$ cat src/include/pob_defs.svh
// Purpose: constants of the peripheral order bus unit controller
// Assumes: 25 MHz clock
// Notes:   offsets are byte addresses on the register bus
`ifndef POB_DEFS_SVH
`define POB_DEFS_SVH

`define POB_CLK_NS        40
`define POB_SYNC_LEAD_NS  400
`define POB_PULSE_NS      500
`define POB_SAMPLE_CYC    ((`POB_SYNC_LEAD_NS + `POB_CLK_NS - 1) / `POB_CLK_NS)
`define POB_REPLY_CYC     (`POB_PULSE_NS / `POB_CLK_NS)

// unit select lines
`define POB_SEL_CODE_LSB  0
`define POB_SEL_CODE_W    12
`define POB_SEL_TYPE_W    5
`define POB_SEL_MEMBER_W  7
`define POB_SEL_MODE      12
`define POB_SEL_SYNC      13

// order write lines
`define POB_ORD_DATA_W    24
`define POB_ORD_OP_LSB    32
`define POB_ORD_W         36
`define POB_ORD_MSYNC     36
`define POB_ORD_SPARE     37
`define POB_ORD_PAR_EVEN  38
`define POB_ORD_PAR_ODD   39

// order opcodes
`define POB_OP_RD_FLAGS   4'h0
`define POB_OP_WR_FLAGS   4'h1
`define POB_OP_RD_BOX     4'h2
`define POB_OP_WR_BOX     4'h3

// poll strobe lines
`define POB_PS_CLOCK      0
`define POB_PS_GROUP      1
`define POB_PS_MEMBER     2
`define POB_PS_HIGH       3
`define POB_PS_IO         7

// answer lines
`define POB_ANS_PARITY    24
`define POB_ANS_ACK       25
`define POB_ANS_FAIL      26
`define POB_ANS_ALARM     27
`define POB_ANS_MINOR     28
`define POB_ANS_USED      32'h1fff_ffff

// registers
`define POB_REG_CTRL      8'h00
`define POB_REG_POLLCFG   8'h04
`define POB_REG_PEND      8'h08
`define POB_REG_MAINT     8'h0c
`define POB_REG_OUTBOX    8'h10
`define POB_REG_INBOX     8'h14
`define POB_REG_STATUS    8'h18
`define POB_ST_INBOX_FULL 0
`define POB_ST_PAR_ERR    1
`define POB_ST_BAD_OP     2

`endif

$ cat src/include/pob_pkg.sv
// Purpose: types of the peripheral order bus unit controller
// Assumes: pob_defs.svh constants
// Notes:   bus inputs travel as one struct per bus
package pob_pkg;

  typedef struct packed {
    logic [7:0]  poll;
    logic [39:0] order;
    logic [15:0] sel;
  } pob_bus_t;

  typedef enum logic [1:0] {SEQ_IDLE, SEQ_WINDOW, SEQ_EXEC} pob_seq_t;

  typedef struct packed {
    logic replyOne;
    logic replyZero;
    logic listenSel;
    logic svcEntry;
  } pob_flags_t;

  typedef struct packed {
    logic [31:0] word;
    logic        send;
  } pob_drv_state_t;

  typedef struct packed {
    pob_seq_t    seq;
    logic [4:0]  winCnt;
    logic [15:0] selCap;
    logic [39:0] ordCap;
    logic [7:0]  pollPrev;
    logic        maintPrev;
    pob_flags_t  flags;
    logic [14:0] pollCfg;
    logic [4:0]  pending;
    logic [2:0]  trouble;
    logic [19:0] maintData;
    logic [23:0] outbox;
    logic [23:0] inbox;
    logic [2:0]  status;
    logic [31:0] reply;
    logic        sendZero;
    logic        sendOne;
    logic [4:0]  replyCnt;
    logic        wbAck;
    logic [31:0] wbDat;
  } pob_state_t;

endpackage : pob_pkg

$ cat src/design/pob_reply_drv.sv
// Purpose: registered driver of one answer bus
// Assumes: open-collector wire resolved outside
// Notes:   unused answer positions are never enabled
`timescale 1ns/1ns
`include "pob_defs.svh"
module pob_reply_drv
  import pob_pkg::*;
(
  input  wire logic        clk,
  input  wire logic        rstn,
  input  wire logic        send,
  input  wire logic [31:0] word,
  output logic      [31:0] answerOut,
  output logic      [31:0] answerOe
);
  pob_drv_state_t s_q;
  pob_drv_state_t s_d;

  always_comb begin
    s_d      = s_q;
    s_d.send = send;
    s_d.word = send ? (word & `POB_ANS_USED) : 32'h0000_0000;
  end

  always_ff @(posedge clk) begin
    if (!rstn) begin
      s_q <= '0;
    end else begin
      s_q <= s_d;
    end
  end

  assign answerOut = s_q.word;
  assign answerOe  = s_q.send ? `POB_ANS_USED : 32'h0000_0000;
endmodule : pob_reply_drv

$ cat src/design/pob_unit_ctrl.sv
// Purpose: peripheral unit controller end of the duplicated order bus
// Assumes: bus inputs synchronous to clk; host times all pulses
// Notes:   software sees flags, reports and mailboxes over classic Wishbone
`timescale 1ns/1ns
`include "pob_defs.svh"
module pob_unit_ctrl
  import pob_pkg::*;
(
  input  wire logic        clk,
  input  wire logic        rstn,
  input  wire logic [11:0] wiredCode,
  input  pob_bus_t         busIn0,
  input  pob_bus_t         busIn1,
  input  wire logic        maintPulse,
  output logic      [31:0] answerOut0,
  output logic      [31:0] answerOe0,
  output logic      [31:0] answerOut1,
  output logic      [31:0] answerOe1,
  output logic      [3:0]  unitFlags,
  input  wire logic        wb_cyc_i,
  input  wire logic        wb_stb_i,
  input  wire logic        wb_we_i,
  input  wire logic [7:0]  wb_adr_i,
  input  wire logic [3:0]  wb_sel_i,
  input  wire logic [31:0] wb_dat_i,
  output logic      [31:0] wb_dat_o,
  output logic             wb_ack_o
);
  // sample once the host's address lead behind sync has passed
  localparam logic [4:0] SAMPLE_CYC = 5'(`POB_SAMPLE_CYC);
  // answers stand about one host pulse width
  localparam logic [4:0] REPLY_CYC  = 5'(`POB_REPLY_CYC);

  pob_state_t s_q;
  pob_state_t s_d;

  pob_bus_t    listenBus;
  logic [7:0]  pollRise;
  logic        maintRise;
  logic [47:0] parVec;
  logic        parEven;
  logic        parOdd;
  logic        codeMatch;
  logic        modeOk;
  logic [3:0]  opcode;
  logic [23:0] ordData;
  logic [31:0] regRead;
  logic        wbReq;
  logic        wbWrite;
  logic [31:0] wrMask;
  logic        syncSeen;
  logic        sampleNow;
  logic        parOk;
  logic        ordGo;
  logic        troubleAny;

  // odd parity of a data field
  function automatic logic oddPar24(input logic [23:0] d);
    oddPar24 = ~(^d);
  endfunction : oddPar24

  // byte lanes not selected keep their old value
  function automatic logic [31:0] merge(input logic [31:0] old, input logic [31:0] nw,
                                        input logic [31:0] m);
    merge = (old & ~m) | (nw & m);
  endfunction : merge

  // a report position above the data field would fake parity, ack or trouble bits
  function automatic logic [23:0] dataBit(input logic [4:0] pos);
    dataBit = 24'h00_0000;
    if (pos < 5'(`POB_ANS_PARITY)) begin
      dataBit[pos] = 1'b1;
    end
  endfunction : dataBit

  // receive path follows listen select only
  assign listenBus = s_q.flags.listenSel ? busIn1 : busIn0;
  assign pollRise  = listenBus.poll & ~s_q.pollPrev;
  assign maintRise = maintPulse & ~s_q.maintPrev;
  assign syncSeen  = listenBus.sel[`POB_SEL_SYNC];

  // captured order fields; bits 36 and 37 are never looked at
  assign opcode  = s_q.ordCap[`POB_ORD_OP_LSB +: 4];
  assign ordData = s_q.ordCap[`POB_ORD_DATA_W-1:0];
  assign parVec  = {s_q.ordCap[`POB_ORD_W-1:0], s_q.selCap[`POB_SEL_CODE_W-1:0]};

  always_comb begin
    parEven = s_q.ordCap[`POB_ORD_PAR_EVEN];
    parOdd  = s_q.ordCap[`POB_ORD_PAR_ODD];
    for (int i = 0; i < 48; i += 2) begin
      parEven = parEven ^ parVec[i];
      parOdd  = parOdd ^ parVec[i+1];
    end
  end

  // type and member together form the wired code
  assign codeMatch = s_q.selCap[`POB_SEL_CODE_W-1:0] == wiredCode;
  // maintenance class orders reach only a unit with service entry set
  assign modeOk    = ~s_q.selCap[`POB_SEL_MODE] | s_q.flags.svcEntry;
  assign parOk     = parEven & parOdd;
  assign sampleNow = s_q.winCnt == SAMPLE_CYC;
  // winCnt is cleared on execution, so a long sync never runs an order twice
  assign ordGo     = s_q.winCnt != 5'h00 && codeMatch && modeOk;
  // interrogates answer only while something is wrong
  assign troubleAny = |s_q.trouble;

  assign wbReq   = wb_cyc_i & wb_stb_i & ~s_q.wbAck;
  // a write lands at the acknowledged edge, while the master still holds it
  assign wbWrite = wb_cyc_i & wb_stb_i & wb_we_i & s_q.wbAck;
  assign wrMask  = {{8{wb_sel_i[3]}}, {8{wb_sel_i[2]}}, {8{wb_sel_i[1]}}, {8{wb_sel_i[0]}}};

  always_comb begin
    unique case (wb_adr_i)
      `POB_REG_CTRL:    regRead = {28'h0, s_q.flags};
      `POB_REG_POLLCFG: regRead = {17'h0, s_q.pollCfg};
      `POB_REG_PEND:    regRead = {21'h0, s_q.trouble, 3'h0, s_q.pending};
      `POB_REG_MAINT:   regRead = {12'h0, s_q.maintData};
      `POB_REG_OUTBOX:  regRead = {8'h0, s_q.outbox};
      `POB_REG_INBOX:   regRead = {8'h0, s_q.inbox};
      `POB_REG_STATUS:  regRead = {29'h0, s_q.status};
      default:          regRead = 32'h0000_0000;
    endcase
  end

  always_comb begin
    logic [31:0] w;
    logic [31:0] pollWord;
    logic        intgHit;
    logic        pollHit;
    pob_flags_t  nf;
    w        = 32'h0000_0000;
    pollWord = 32'h0000_0000;
    intgHit  = 1'b0;
    pollHit  = 1'b0;
    nf       = s_q.flags;
    s_d      = s_q;

    // register bus: one wait state, unmapped reads zero
    s_d.wbAck = wbReq;
    s_d.wbDat = wbReq ? regRead : 32'h0000_0000;
    if (wbWrite) begin
      unique case (wb_adr_i)
        `POB_REG_CTRL: begin
          s_d.flags = pob_flags_t'(4'(merge({28'h0, s_q.flags}, wb_dat_i, wrMask)));
        end
        `POB_REG_POLLCFG: begin
          s_d.pollCfg = 15'(merge({17'h0, s_q.pollCfg}, wb_dat_i, wrMask));
        end
        `POB_REG_PEND: begin
          s_d.pending = wrMask[0] ? wb_dat_i[4:0] : s_q.pending;
          s_d.trouble = wrMask[8] ? wb_dat_i[10:8] : s_q.trouble;
        end
        `POB_REG_MAINT: begin
          s_d.maintData = 20'(merge({12'h0, s_q.maintData}, wb_dat_i, wrMask));
        end
        `POB_REG_OUTBOX: begin
          s_d.outbox = 24'(merge({8'h0, s_q.outbox}, wb_dat_i, wrMask));
        end
        `POB_REG_STATUS: begin
          // write one to clear
          if (wrMask[0]) begin
            s_d.status = s_q.status & ~wb_dat_i[2:0];
          end
        end
        default: begin
        end
      endcase
    end

    // answer hold timer
    if (s_q.replyCnt != 5'h00) begin
      s_d.replyCnt = s_q.replyCnt - 5'h01;
    end else begin
      s_d.sendZero = 1'b0;
      s_d.sendOne  = 1'b0;
      s_d.reply    = 32'h0000_0000;
    end

    // order capture: sample a fixed time after the sync pulse
    unique case (s_q.seq)
      // wait for the sync pulse
      SEQ_IDLE: begin
        if (syncSeen) begin
          s_d.seq    = SEQ_WINDOW;
          s_d.winCnt = 5'h01;
        end
      end
      // window open: the lines are registered at the sample point
      SEQ_WINDOW: begin
        s_d.winCnt = s_q.winCnt + 5'h01;
        if (sampleNow) begin
          s_d.seq    = SEQ_EXEC;
          s_d.selCap = listenBus.sel;
          s_d.ordCap = listenBus.order;
        end
      end
      // execute once, then wait for sync to fall
      SEQ_EXEC: begin
        s_d.winCnt = 5'h00;
        if (!syncSeen) begin
          s_d.seq = SEQ_IDLE;
        end
        if (ordGo) begin
          if (!parOk) begin
            s_d.status[`POB_ST_PAR_ERR] = 1'b1;
          end else begin
            w[`POB_ANS_ACK] = 1'b1;
            unique case (opcode)
              `POB_OP_RD_FLAGS: w[3:0] = s_q.flags;
              `POB_OP_WR_FLAGS: s_d.flags = pob_flags_t'(ordData[3:0]);
              `POB_OP_RD_BOX:   w[23:0] = s_q.outbox;
              `POB_OP_WR_BOX: begin
                s_d.inbox = ordData;
                s_d.status[`POB_ST_INBOX_FULL] = 1'b1;
              end
              default: begin
                // unknown order is not executed, so no acknowledge
                w[`POB_ANS_ACK] = 1'b0;
                s_d.status[`POB_ST_BAD_OP] = 1'b1;
              end
            endcase
            if (w[`POB_ANS_ACK]) begin
              w[`POB_ANS_PARITY] = oddPar24(w[23:0]);
              s_d.reply    = w;
              s_d.sendZero = s_q.flags.replyZero;
              s_d.sendOne  = s_q.flags.replyOne;
              s_d.replyCnt = REPLY_CYC;
            end
          end
        end
      end
      // the fourth code of the state field is unused
      default: begin
        s_d.seq = SEQ_IDLE;
      end
    endcase

    // poll and interrogate answers
    if (!s_q.flags.svcEntry) begin
      if (pollRise[`POB_PS_CLOCK] && troubleAny) begin
        intgHit = 1'b1;
        // failure, alarm, minor alarm by falling urgency
        pollWord[`POB_ANS_MINOR:`POB_ANS_FAIL] = s_q.trouble;
      end
      if (pollRise[`POB_PS_GROUP] && troubleAny) begin
        intgHit = 1'b1;
        pollWord[23:0] = pollWord[23:0] | dataBit(s_q.pollCfg[9:5]);
      end
      if (pollRise[`POB_PS_MEMBER] && troubleAny) begin
        intgHit = 1'b1;
        pollWord[23:0] = pollWord[23:0] | dataBit(s_q.pollCfg[14:10]);
      end
      for (int k = 0; k < 5; k++) begin
        if (pollRise[`POB_PS_HIGH + k] && s_q.pending[k]) begin
          pollHit = 1'b1;
          pollWord[23:0] = pollWord[23:0] | dataBit(s_q.pollCfg[4:0]);
        end
      end
      if (intgHit || pollHit) begin
        pollWord[`POB_ANS_PARITY] = oddPar24(pollWord[23:0]);
        s_d.reply    = pollWord;
        // interrogates on both buses, polls by reply paths
        s_d.sendZero = intgHit | (pollHit & s_q.flags.replyZero);
        s_d.sendOne  = intgHit | (pollHit & s_q.flags.replyOne);
        s_d.replyCnt = REPLY_CYC;
      end
    end

    // maintenance access pulse: toggle listen, report on the new bus
    if (maintRise) begin
      nf.listenSel  = ~s_q.flags.listenSel;
      s_d.flags     = nf;
      w             = {8'h0, s_q.maintData, nf};
      w[`POB_ANS_PARITY] = oddPar24(w[23:0]);
      s_d.reply     = w;
      s_d.sendZero  = ~nf.listenSel;
      s_d.sendOne   = nf.listenSel;
      s_d.replyCnt  = REPLY_CYC;
    end

    s_d.pollPrev  = listenBus.poll;
    s_d.maintPrev = maintPulse;
  end

  always_ff @(posedge clk) begin
    if (!rstn) begin
      s_q     <= '0;
      s_q.seq <= SEQ_IDLE;
    end else begin
      s_q <= s_d;
    end
  end

  // bits 29 to 31 are masked off inside each driver
  pob_reply_drv u_drv0 (
    .clk       (clk),
    .rstn      (rstn),
    .send      (s_q.sendZero),
    .word      (s_q.reply),
    .answerOut (answerOut0),
    .answerOe  (answerOe0)
  );

  pob_reply_drv u_drv1 (
    .clk       (clk),
    .rstn      (rstn),
    .send      (s_q.sendOne),
    .word      (s_q.reply),
    .answerOut (answerOut1),
    .answerOe  (answerOe1)
  );

  assign unitFlags = s_q.flags;
  assign wb_dat_o  = s_q.wbDat;
  assign wb_ack_o  = s_q.wbAck;
endmodule : pob_unit_ctrl

$ cat config.mk
export PLATFORM = sky130hd
export DESIGN_NAME = pob_unit_ctrl
export DESIGN_NICKNAME = d
export VERILOG_FILES = /design/src/include/pob_pkg.sv /design/src/design/pob_reply_drv.sv /design/src/design/pob_unit_ctrl.sv
export VERILOG_INCLUDE_DIRS = /design/src /design/src/include
export SDC_FILE = /design/constraint.sdc
export NUM_CORES = 1
export LEC_CHECK = 0
export BUFFER_PORTS_ARGS = -buffer_cell sky130_fd_sc_hd__buf_2
export CORE_AREA = 2 2 181 183
export DETAILED_ROUTE_END_ITERATION = 16
export DIE_AREA = 0 0 183 185
export PLACE_DENSITY = 0.69
export SYNTH_ARGS = -nofsm -noshare
export SYNTH_HDL_FRONTEND = slang
export SYNTH_SLANG_ARGS = --single-unit
$ cat constraint.sdc
create_clock -name clk -period 3.6 [get_ports clk]
set_input_delay 0.18 -clock clk [delete_from_list [all_inputs] [get_ports clk]]
set_output_delay 0.18 -clock clk [all_outputs]
set_load 0.01 [all_outputs]
# --- Yosys cells after proc, flatten, opt, wreduce, memory -nomap -nowiden ---
# Index checks and enable logic that the tools add are counted.
op_classes:
  n_addsub: 2
  order_cmp: 9
  eq_ne: 16
  n_mux: 96
  bitwise_logic: 87
  n_reduce_logical: 38
op_table:
  columns: ["operator", "n"]
  rows:
  - ["2-to-1 mux 24 bit", 30]
  - ["bitwise OR 24 bit", 7]
  - ["case mux 24 bit (7 select lines)", 1]
  - ["2-to-1 mux 39 bit", 3]
  - ["2-to-1 mux 20 bit", 5]
  - ["2-to-1 mux 42 bit", 2]
  - ["XOR reduction 24 bit", 3]
  - ["2-to-1 mux 71 bit", 1]
  - ["2-to-1 mux 64 bit", 1]
  - ["2-to-1 mux 29 bit", 2]
  - ["AND 24 bit", 2]
  - ["XOR 1 bit", 48]
  - ["2-to-1 mux 40 bit", 1]
  - ["2-to-1 mux 34 bit", 1]
  - ["2-to-1 mux 32 bit", 1]
  - ["2-to-1 mux 4 bit", 8]
  - ["== test 8 x 5 -> 1 bit (second input constant)", 3]
  - ["NOT 24 bit", 1]
  - ["2-to-1 mux 1 bit", 21]
  - ["AND 20 bit", 1]
  - ["bitwise OR 20 bit", 1]
  - ["< comparator 5 x 6 -> 1 bit (second input constant)", 3]
  - ["== test 8 x 4 -> 1 bit (second input constant)", 2]
  - ["AND reduction 2 bit", 8]
  - ["45 further kinds", 92]
totals:
  reg_bits: 305
  input_bits: 190
  out_inout_bits: 165
  elab_cells: 279

# --- Longest topological paths before layout ---
logic_depth:
  word_depth: 37
  ltp_mapped: 12
  mapped_depth_nobuf: 11

# --- By module ---
# A second synthesis with hierarchy kept.
hier_totals:
  hier_cells: 1579
  hier_area_um2: 14525.2
modules_own_cells:
  columns: ["module", "instances", "cells_per_inst", "area_each_um2"]
  rows:
  - ["pob_unit_ctrl", 1, 1377, 12320.6]
  - ["pob_reply_drv", 2, 101, 1102.3]

# --- Worst setup path before layout ---
# Ideal clock, no wire load.
synth_timing:
  kind: "register -> register"
  startpoint: "register s_q (netlist bit unitFlags[1])"
  endpoint: "register s_q[64] in the netlist's numbering"
  setup_ns: 0.134
  arrival_ns: 3.050
  slack_ns: 0.415
  path_stages_with_launch: 12
  path_buffers: 1
  cell_sequence: "dfxtp_1 buf_6 mux2_4 a222oi_1 a21oi_2 a21o_1 a221oi_1 xnor2_1 xnor3_1 xnor3_1 nand2_1 a31oi_1"
synth_between:
  elab_chain_len: 28
synth_rtl:
  columns: ["item", "line", "text"]
  rows:
  - ["start: declaration", "pob_unit_ctrl.sv:34", "pob_state_t s_q;"]
  - ["2-to-1 mux 64 bit", "pob_unit_ctrl.sv:77", "assign listenBus = s_q.flags.listenSel ? busIn1 : busIn0;"]
  - ["AND 8 bit", "pob_unit_ctrl.sv:78", "assign pollRise = listenBus.poll & ~s_q.pollPrev;"]
  - ["logical AND 1 bit", "pob_unit_ctrl.sv:245", "if (pollRise[`POB_PS_GROUP] && troubleAny) begin"]
  - ["2-to-1 mux 24 bit", "pob_unit_ctrl.sv:245", null]
  - ["2-to-1 mux 24 bit", "pob_unit_ctrl.sv:239", "if (!s_q.flags.svcEntry) begin"]
  - ["bitwise OR 24 bit", "pob_unit_ctrl.sv:251", "pollWord[23:0] = pollWord[23:0] | dataBit(s_q.pollCfg[14:10]);"]
  - ["2-to-1 mux 24 bit", "pob_unit_ctrl.sv:249", "if (pollRise[`POB_PS_MEMBER] && troubleAny) begin"]
  - ["2-to-1 mux 24 bit", "pob_unit_ctrl.sv:239", null]
  - ["(+12 left out)", null, null]
  - ["bitwise OR 24 bit", "pob_unit_ctrl.sv:256", "pollWord[23:0] = pollWord[23:0] | dataBit(s_q.pollCfg[4:0]);"]
  - ["2-to-1 mux 24 bit", "pob_unit_ctrl.sv:254", "if (pollRise[`POB_PS_HIGH + k] && s_q.pending[k]) begin"]
  - ["2-to-1 mux 24 bit", "pob_unit_ctrl.sv:239", null]
  - ["XOR reduction 24 bit", "pob_unit_ctrl.sv:59", "oddPar24 = ~(^d);"]
  - ["NOT 1 bit", "pob_unit_ctrl.sv:59", null]
  - ["2-to-1 mux 39 bit", "pob_unit_ctrl.sv:259", "if (intgHit || pollHit) begin"]
  - ["2-to-1 mux 39 bit", "pob_unit_ctrl.sv:239", null]
  - ["2-to-1 mux 32 bit (*)", "pob_unit_ctrl.sv:270", "if (maintRise) begin"]
# Every way passes the cells marked *; elsewhere a longest branch is shown, timed or not. The select of a mux whose other input is x is not followed.
# A chain may end at the register's enable or synchronous reset.

# --- Worst setup path after layout ---
# Ends and elaborated chain as after synthesis.

==> results.md <==
* Worst-skew pair later-pin latency at 0.55 ns
* Most area-consuming cells after synthesis: dfxtp_1 (40%), nand2_1 (5.8%), xnor2_1 (5.6%), buf_4 (5.5%), mux2i_1 (5.1%)
* WP data required at 4.00 ns
* Final net count at 2127
* GRT Util Overall at 26.0%
* TNS Setup at 0 ns
* Share of cells above drive strength 1 at 23.3%
* Leak at 8.06 nW
* Number of global-route vias before repair at 12100
* Area delta synth->final at 23.9%
* Most frequent cell after synthesis: dfxtp_1
* Compound-Gate Fraction of Synth Area at 19.0%
* Worst slew pin tran at 0.959 ns
* Max-slew headroom at 35.7%
* Critical path class: reg -> reg
* Clock tree from TritonCTS: done
* Maximum net fanout on the critical path at 12
* Post-synth top area cell: dfxtp_1
* Synth unique cells at 64
* Endpoints failing setup at 0
* Top cell type's share of synthesized area at 39.7%
* DRC at 0
* Die X-Extent at 183 um
* Count of endpoints failing hold in the final timing report at 0
* Setup repair after global routing missed its margin: false
* Antenna violations before repair at 2
* Flop and latch count out of synthesis at 286
* Final WL at 45200 um
* Cell Rows at 66
* Total Die Area at 0.0339 mm2
* Worst Path Arrival at 3.78 ns
* Worst Hold Depth at 3
* Remaining Overflow, GRT at 0
* Floorplan core area at 0.0320 mm2
* Count of pins on the block boundary at 355
* Largest clock skew in the final design at 0.0173 ns
* Port bufs at 317
* Remaining antenna violation count at 0
* Worst Setup Slack, final at 0.219 ns
* TritonCTS buffer count at 29
* Cell area after synthesis at 0.0144 mm2
* Maximum resistive drop on vdd at 0.323 mV
* DR WL/cell at 19.2 um
* FMAX at 296 MHz
* Xor/xnor share of the synthesized area at 8.33%
* Cell type of the slowest stage on the worst timing path: dfxtp_4
* Mapped Avg Cell Area at 8.93 um2
* Delay of the slowest cell on the worst path at 0.46 ns
* Dominant register cell in the synthesized netlist: dfxtp_1
* Iteration-0 DRC Markers at 1002
* Multi-input combinational cell area at 0.00754 mm2
* Critical path cell sequence: buf_4 -> mux2i_2 -> nor4_1 -> buf_4 -> a22oi_1 -> o22ai_1 -> a211oi_1 -> xnor2_1 -> xnor3_1 -> xnor3_1 -> nand2_1 -> a31oi_1
* Utilization after layout at 55.8%
* Commonest cells in the netlist: dfxtp_1 (286), nand2_1 (221), buf_4 (105), clkbuf_1 (102), xnor2_1 (93)
* Minimum setup slack among reg-to-reg paths at 0.22 ns
* Beginning of the worst register-to-register path: unitFlags[1]
* Worst Hold End: s_q[172]
* Min cycle time layout at 3.38 ns
* Mux share of post-synthesis cell area at 5.58%
* Num Clock Sinks at 286
* Worst-path clk slew at 0.07 ns
* Main combinational cell family by area after synthesis: compound AO/OA/AOI/OAI gates
* Adder-cell area share of the yosys netlist at 0.607%
* Final worst path period share at 93.9%
* Filler cell count in the final layout at 2902
* Number of cells on the worst reg-to-reg path at 12
* Number of iterations in the first detailed-routing pass at 8
* Largest net degree at the start of global routing at 95
* Maximum buffer depth of the clock tree at 3
* Result of the run: finished, final reports clean
* Mapped Cells at 1616
* Die extent in y at 185 um
* Cell chosen for the clock root: clkbuf_16
* Post-synthesis sequential area ratio at 39.7%
* Count of pins over their slew limit at 0
* Worst-case setup slack after placement at 0.145 ns
* Buf+Inv Stages, Crit Path at 2
* Pwr dens at 393 mW/mm2
* Count of flip-flops with a built-in enable after synthesis at 0
* Routability congestion estimate from global placement at 0.902
* Global-route wire length before repair at 69300 um
* Critical path launch point type: flop
* Sum of net half-perimeters after detailed placement at 32900 um
* Source of the worst hold timing path: busIn0[57]
* Post-synthesis share of cell area spent on and, or, nand and nor gates at 18.0%
* Cell family with most CP delay: XOR/XNOR gates
* Number of levels in the clock H-tree at 1
* Initial standard-cell utilization of the core at 45.0%
* Overall via count from detail_route at 13000
* Type of destination of the critical path: flop
* Fraction of registers with async set or reset after synthesis at 0%
* Synth warnings at 0
* Endpoint of the lowest-slack register-to-register path: s_q[64]
* Routed vias/inst at 5.51
* Class of the tightest hold or removal check: in -> reg
* Area used by sequential logic in the layout at 0.00573 mm2
* # Max-Cap Violations at 0
[placed cells by master, fill, tap and decap left out, types with 7 or more instances in the layout]
cell	synthesis	layout
buf_2	0	316
dfxtp_1	286	285
nand2_1	221	221
dlygate4sd3_1	0	96
xnor2_1	93	93
nand3_1	85	85
a21boi_0	79	79
mux2i_1	74	72
buf_4	105	67
and3_1	62	62
o211a_1	52	52
nor2_1	48	46
a21oi_1	45	44
a22oi_1	41	41
nor2b_1	33	33
clkbuf_16	0	29
xor2_1	27	27
conb_1	1	20
o21ai_0	19	19
a222oi_1	16	16
a22o_1	16	16
inv_1	14	14
a221o_1	14	14
nor3_1	13	12
and2_1	12	12
a31oi_1	10	10
nand2b_1	9	9
nor3b_1	9	9
a221oi_1	9	9
nor4_1	9	8
a211oi_1	8	8
clkinv_2	0	8
and3b_1	7	7
ha_1	7	7
[kinds of logic after synthesis]
group,Yosys count
AO/OA/AOI/OAI,352
XOR/XNOR,127
adder cells (fa/ha/maj),7
buffers and inverters,231
flip-flops,286
multiplexers,79
other,1
AND/OR/NAND/NOR,533
[final cells by class]
| cell class | instances | share of cell area, % |
|---|---|---|
| multi-input cells | 1118 | 42.2 |
| flip-flops and latches | 286 | 32.1 |
| repair buffers | 481 | 17.3 |
| clock buffers | 38 | 4.47 |
| well taps | 408 | 2.86 |
| clock inverters | 14 | 0.861 |
| inverters | 14 | 0.294 |
| diodes | 1 | 0.0140 |
[layer usage]
| metal | vias to the layer above | part of all wire [%] | global-route usage, % |
|---|---|---|---|
| li1 | 6236 | - | - |
| met1 | 6086 | 43 | 34.8 |
| met2 | 602 | 46 | 43.1 |
| met3 | 73 | 8.4 | 4.46 |
| met4 | 2 | 2.4 | 7.30 |
| met5 | - | 0.029 | 0 |
[power by group]
| group | switching [mW] | leakage [nW] | internal, mW |
|---|---|---|---|
| Clock | 1.27 | 0.470 | 1.77 |
| Sequential | 0.0484 | 2.31 | 3.20 |
| Combinational | 0.387 | 5.28 | 0.345 |
[worst max path at each step]
| stage | startpoint | endpoint | cells past startpoint |
|---|---|---|---|
| floorplan | unitFlags[1] | s_q[64] | 11 |
| global placement | unitFlags[1] | s_q[64] | 12 |
| detailed placement | unitFlags[1] | s_q[64] | 12 |
| CTS | unitFlags[1] | s_q[64] | 12 |
| global route | unitFlags[1] | s_q[64] | 12 |
| finish | unitFlags[1] | s_q[64] | 12 |
[timing repair]
item	4_1_cts	5_1_grt
gates resized for setup	0	2
hold buffers	96	0
hold endpoints to repair	109	0
buffers inserted	0	0
setup endpoints to repair	0	1
[through the flow]
stage / power [mW] / std cells / hold slack, ns / area, um2
4_1_cts: 7.06 / 2359 / 0.00128 / 17900
3_3_place_gp: 3.93 / 2211 / 0.414 / 15900
6_report: 7.02 / 2360 / 0.0102 / 17900
5_1_grt: 7.28 / 2360 / 0.00398 / 17900
2_1_floorplan: 3.75 / 1635 / 0.316 / 14500
3_5_place_dp: 3.94 / 2211 / 0.426 / 15900
[worst min-delay path, delay by kind of cell]
kind	cells	cell delay, ns
buffers and inverters	1	0.11
multiplexers	1	0.12
AND/OR/NAND/NOR	1	0.11
(Power assumes the default switching activity.)
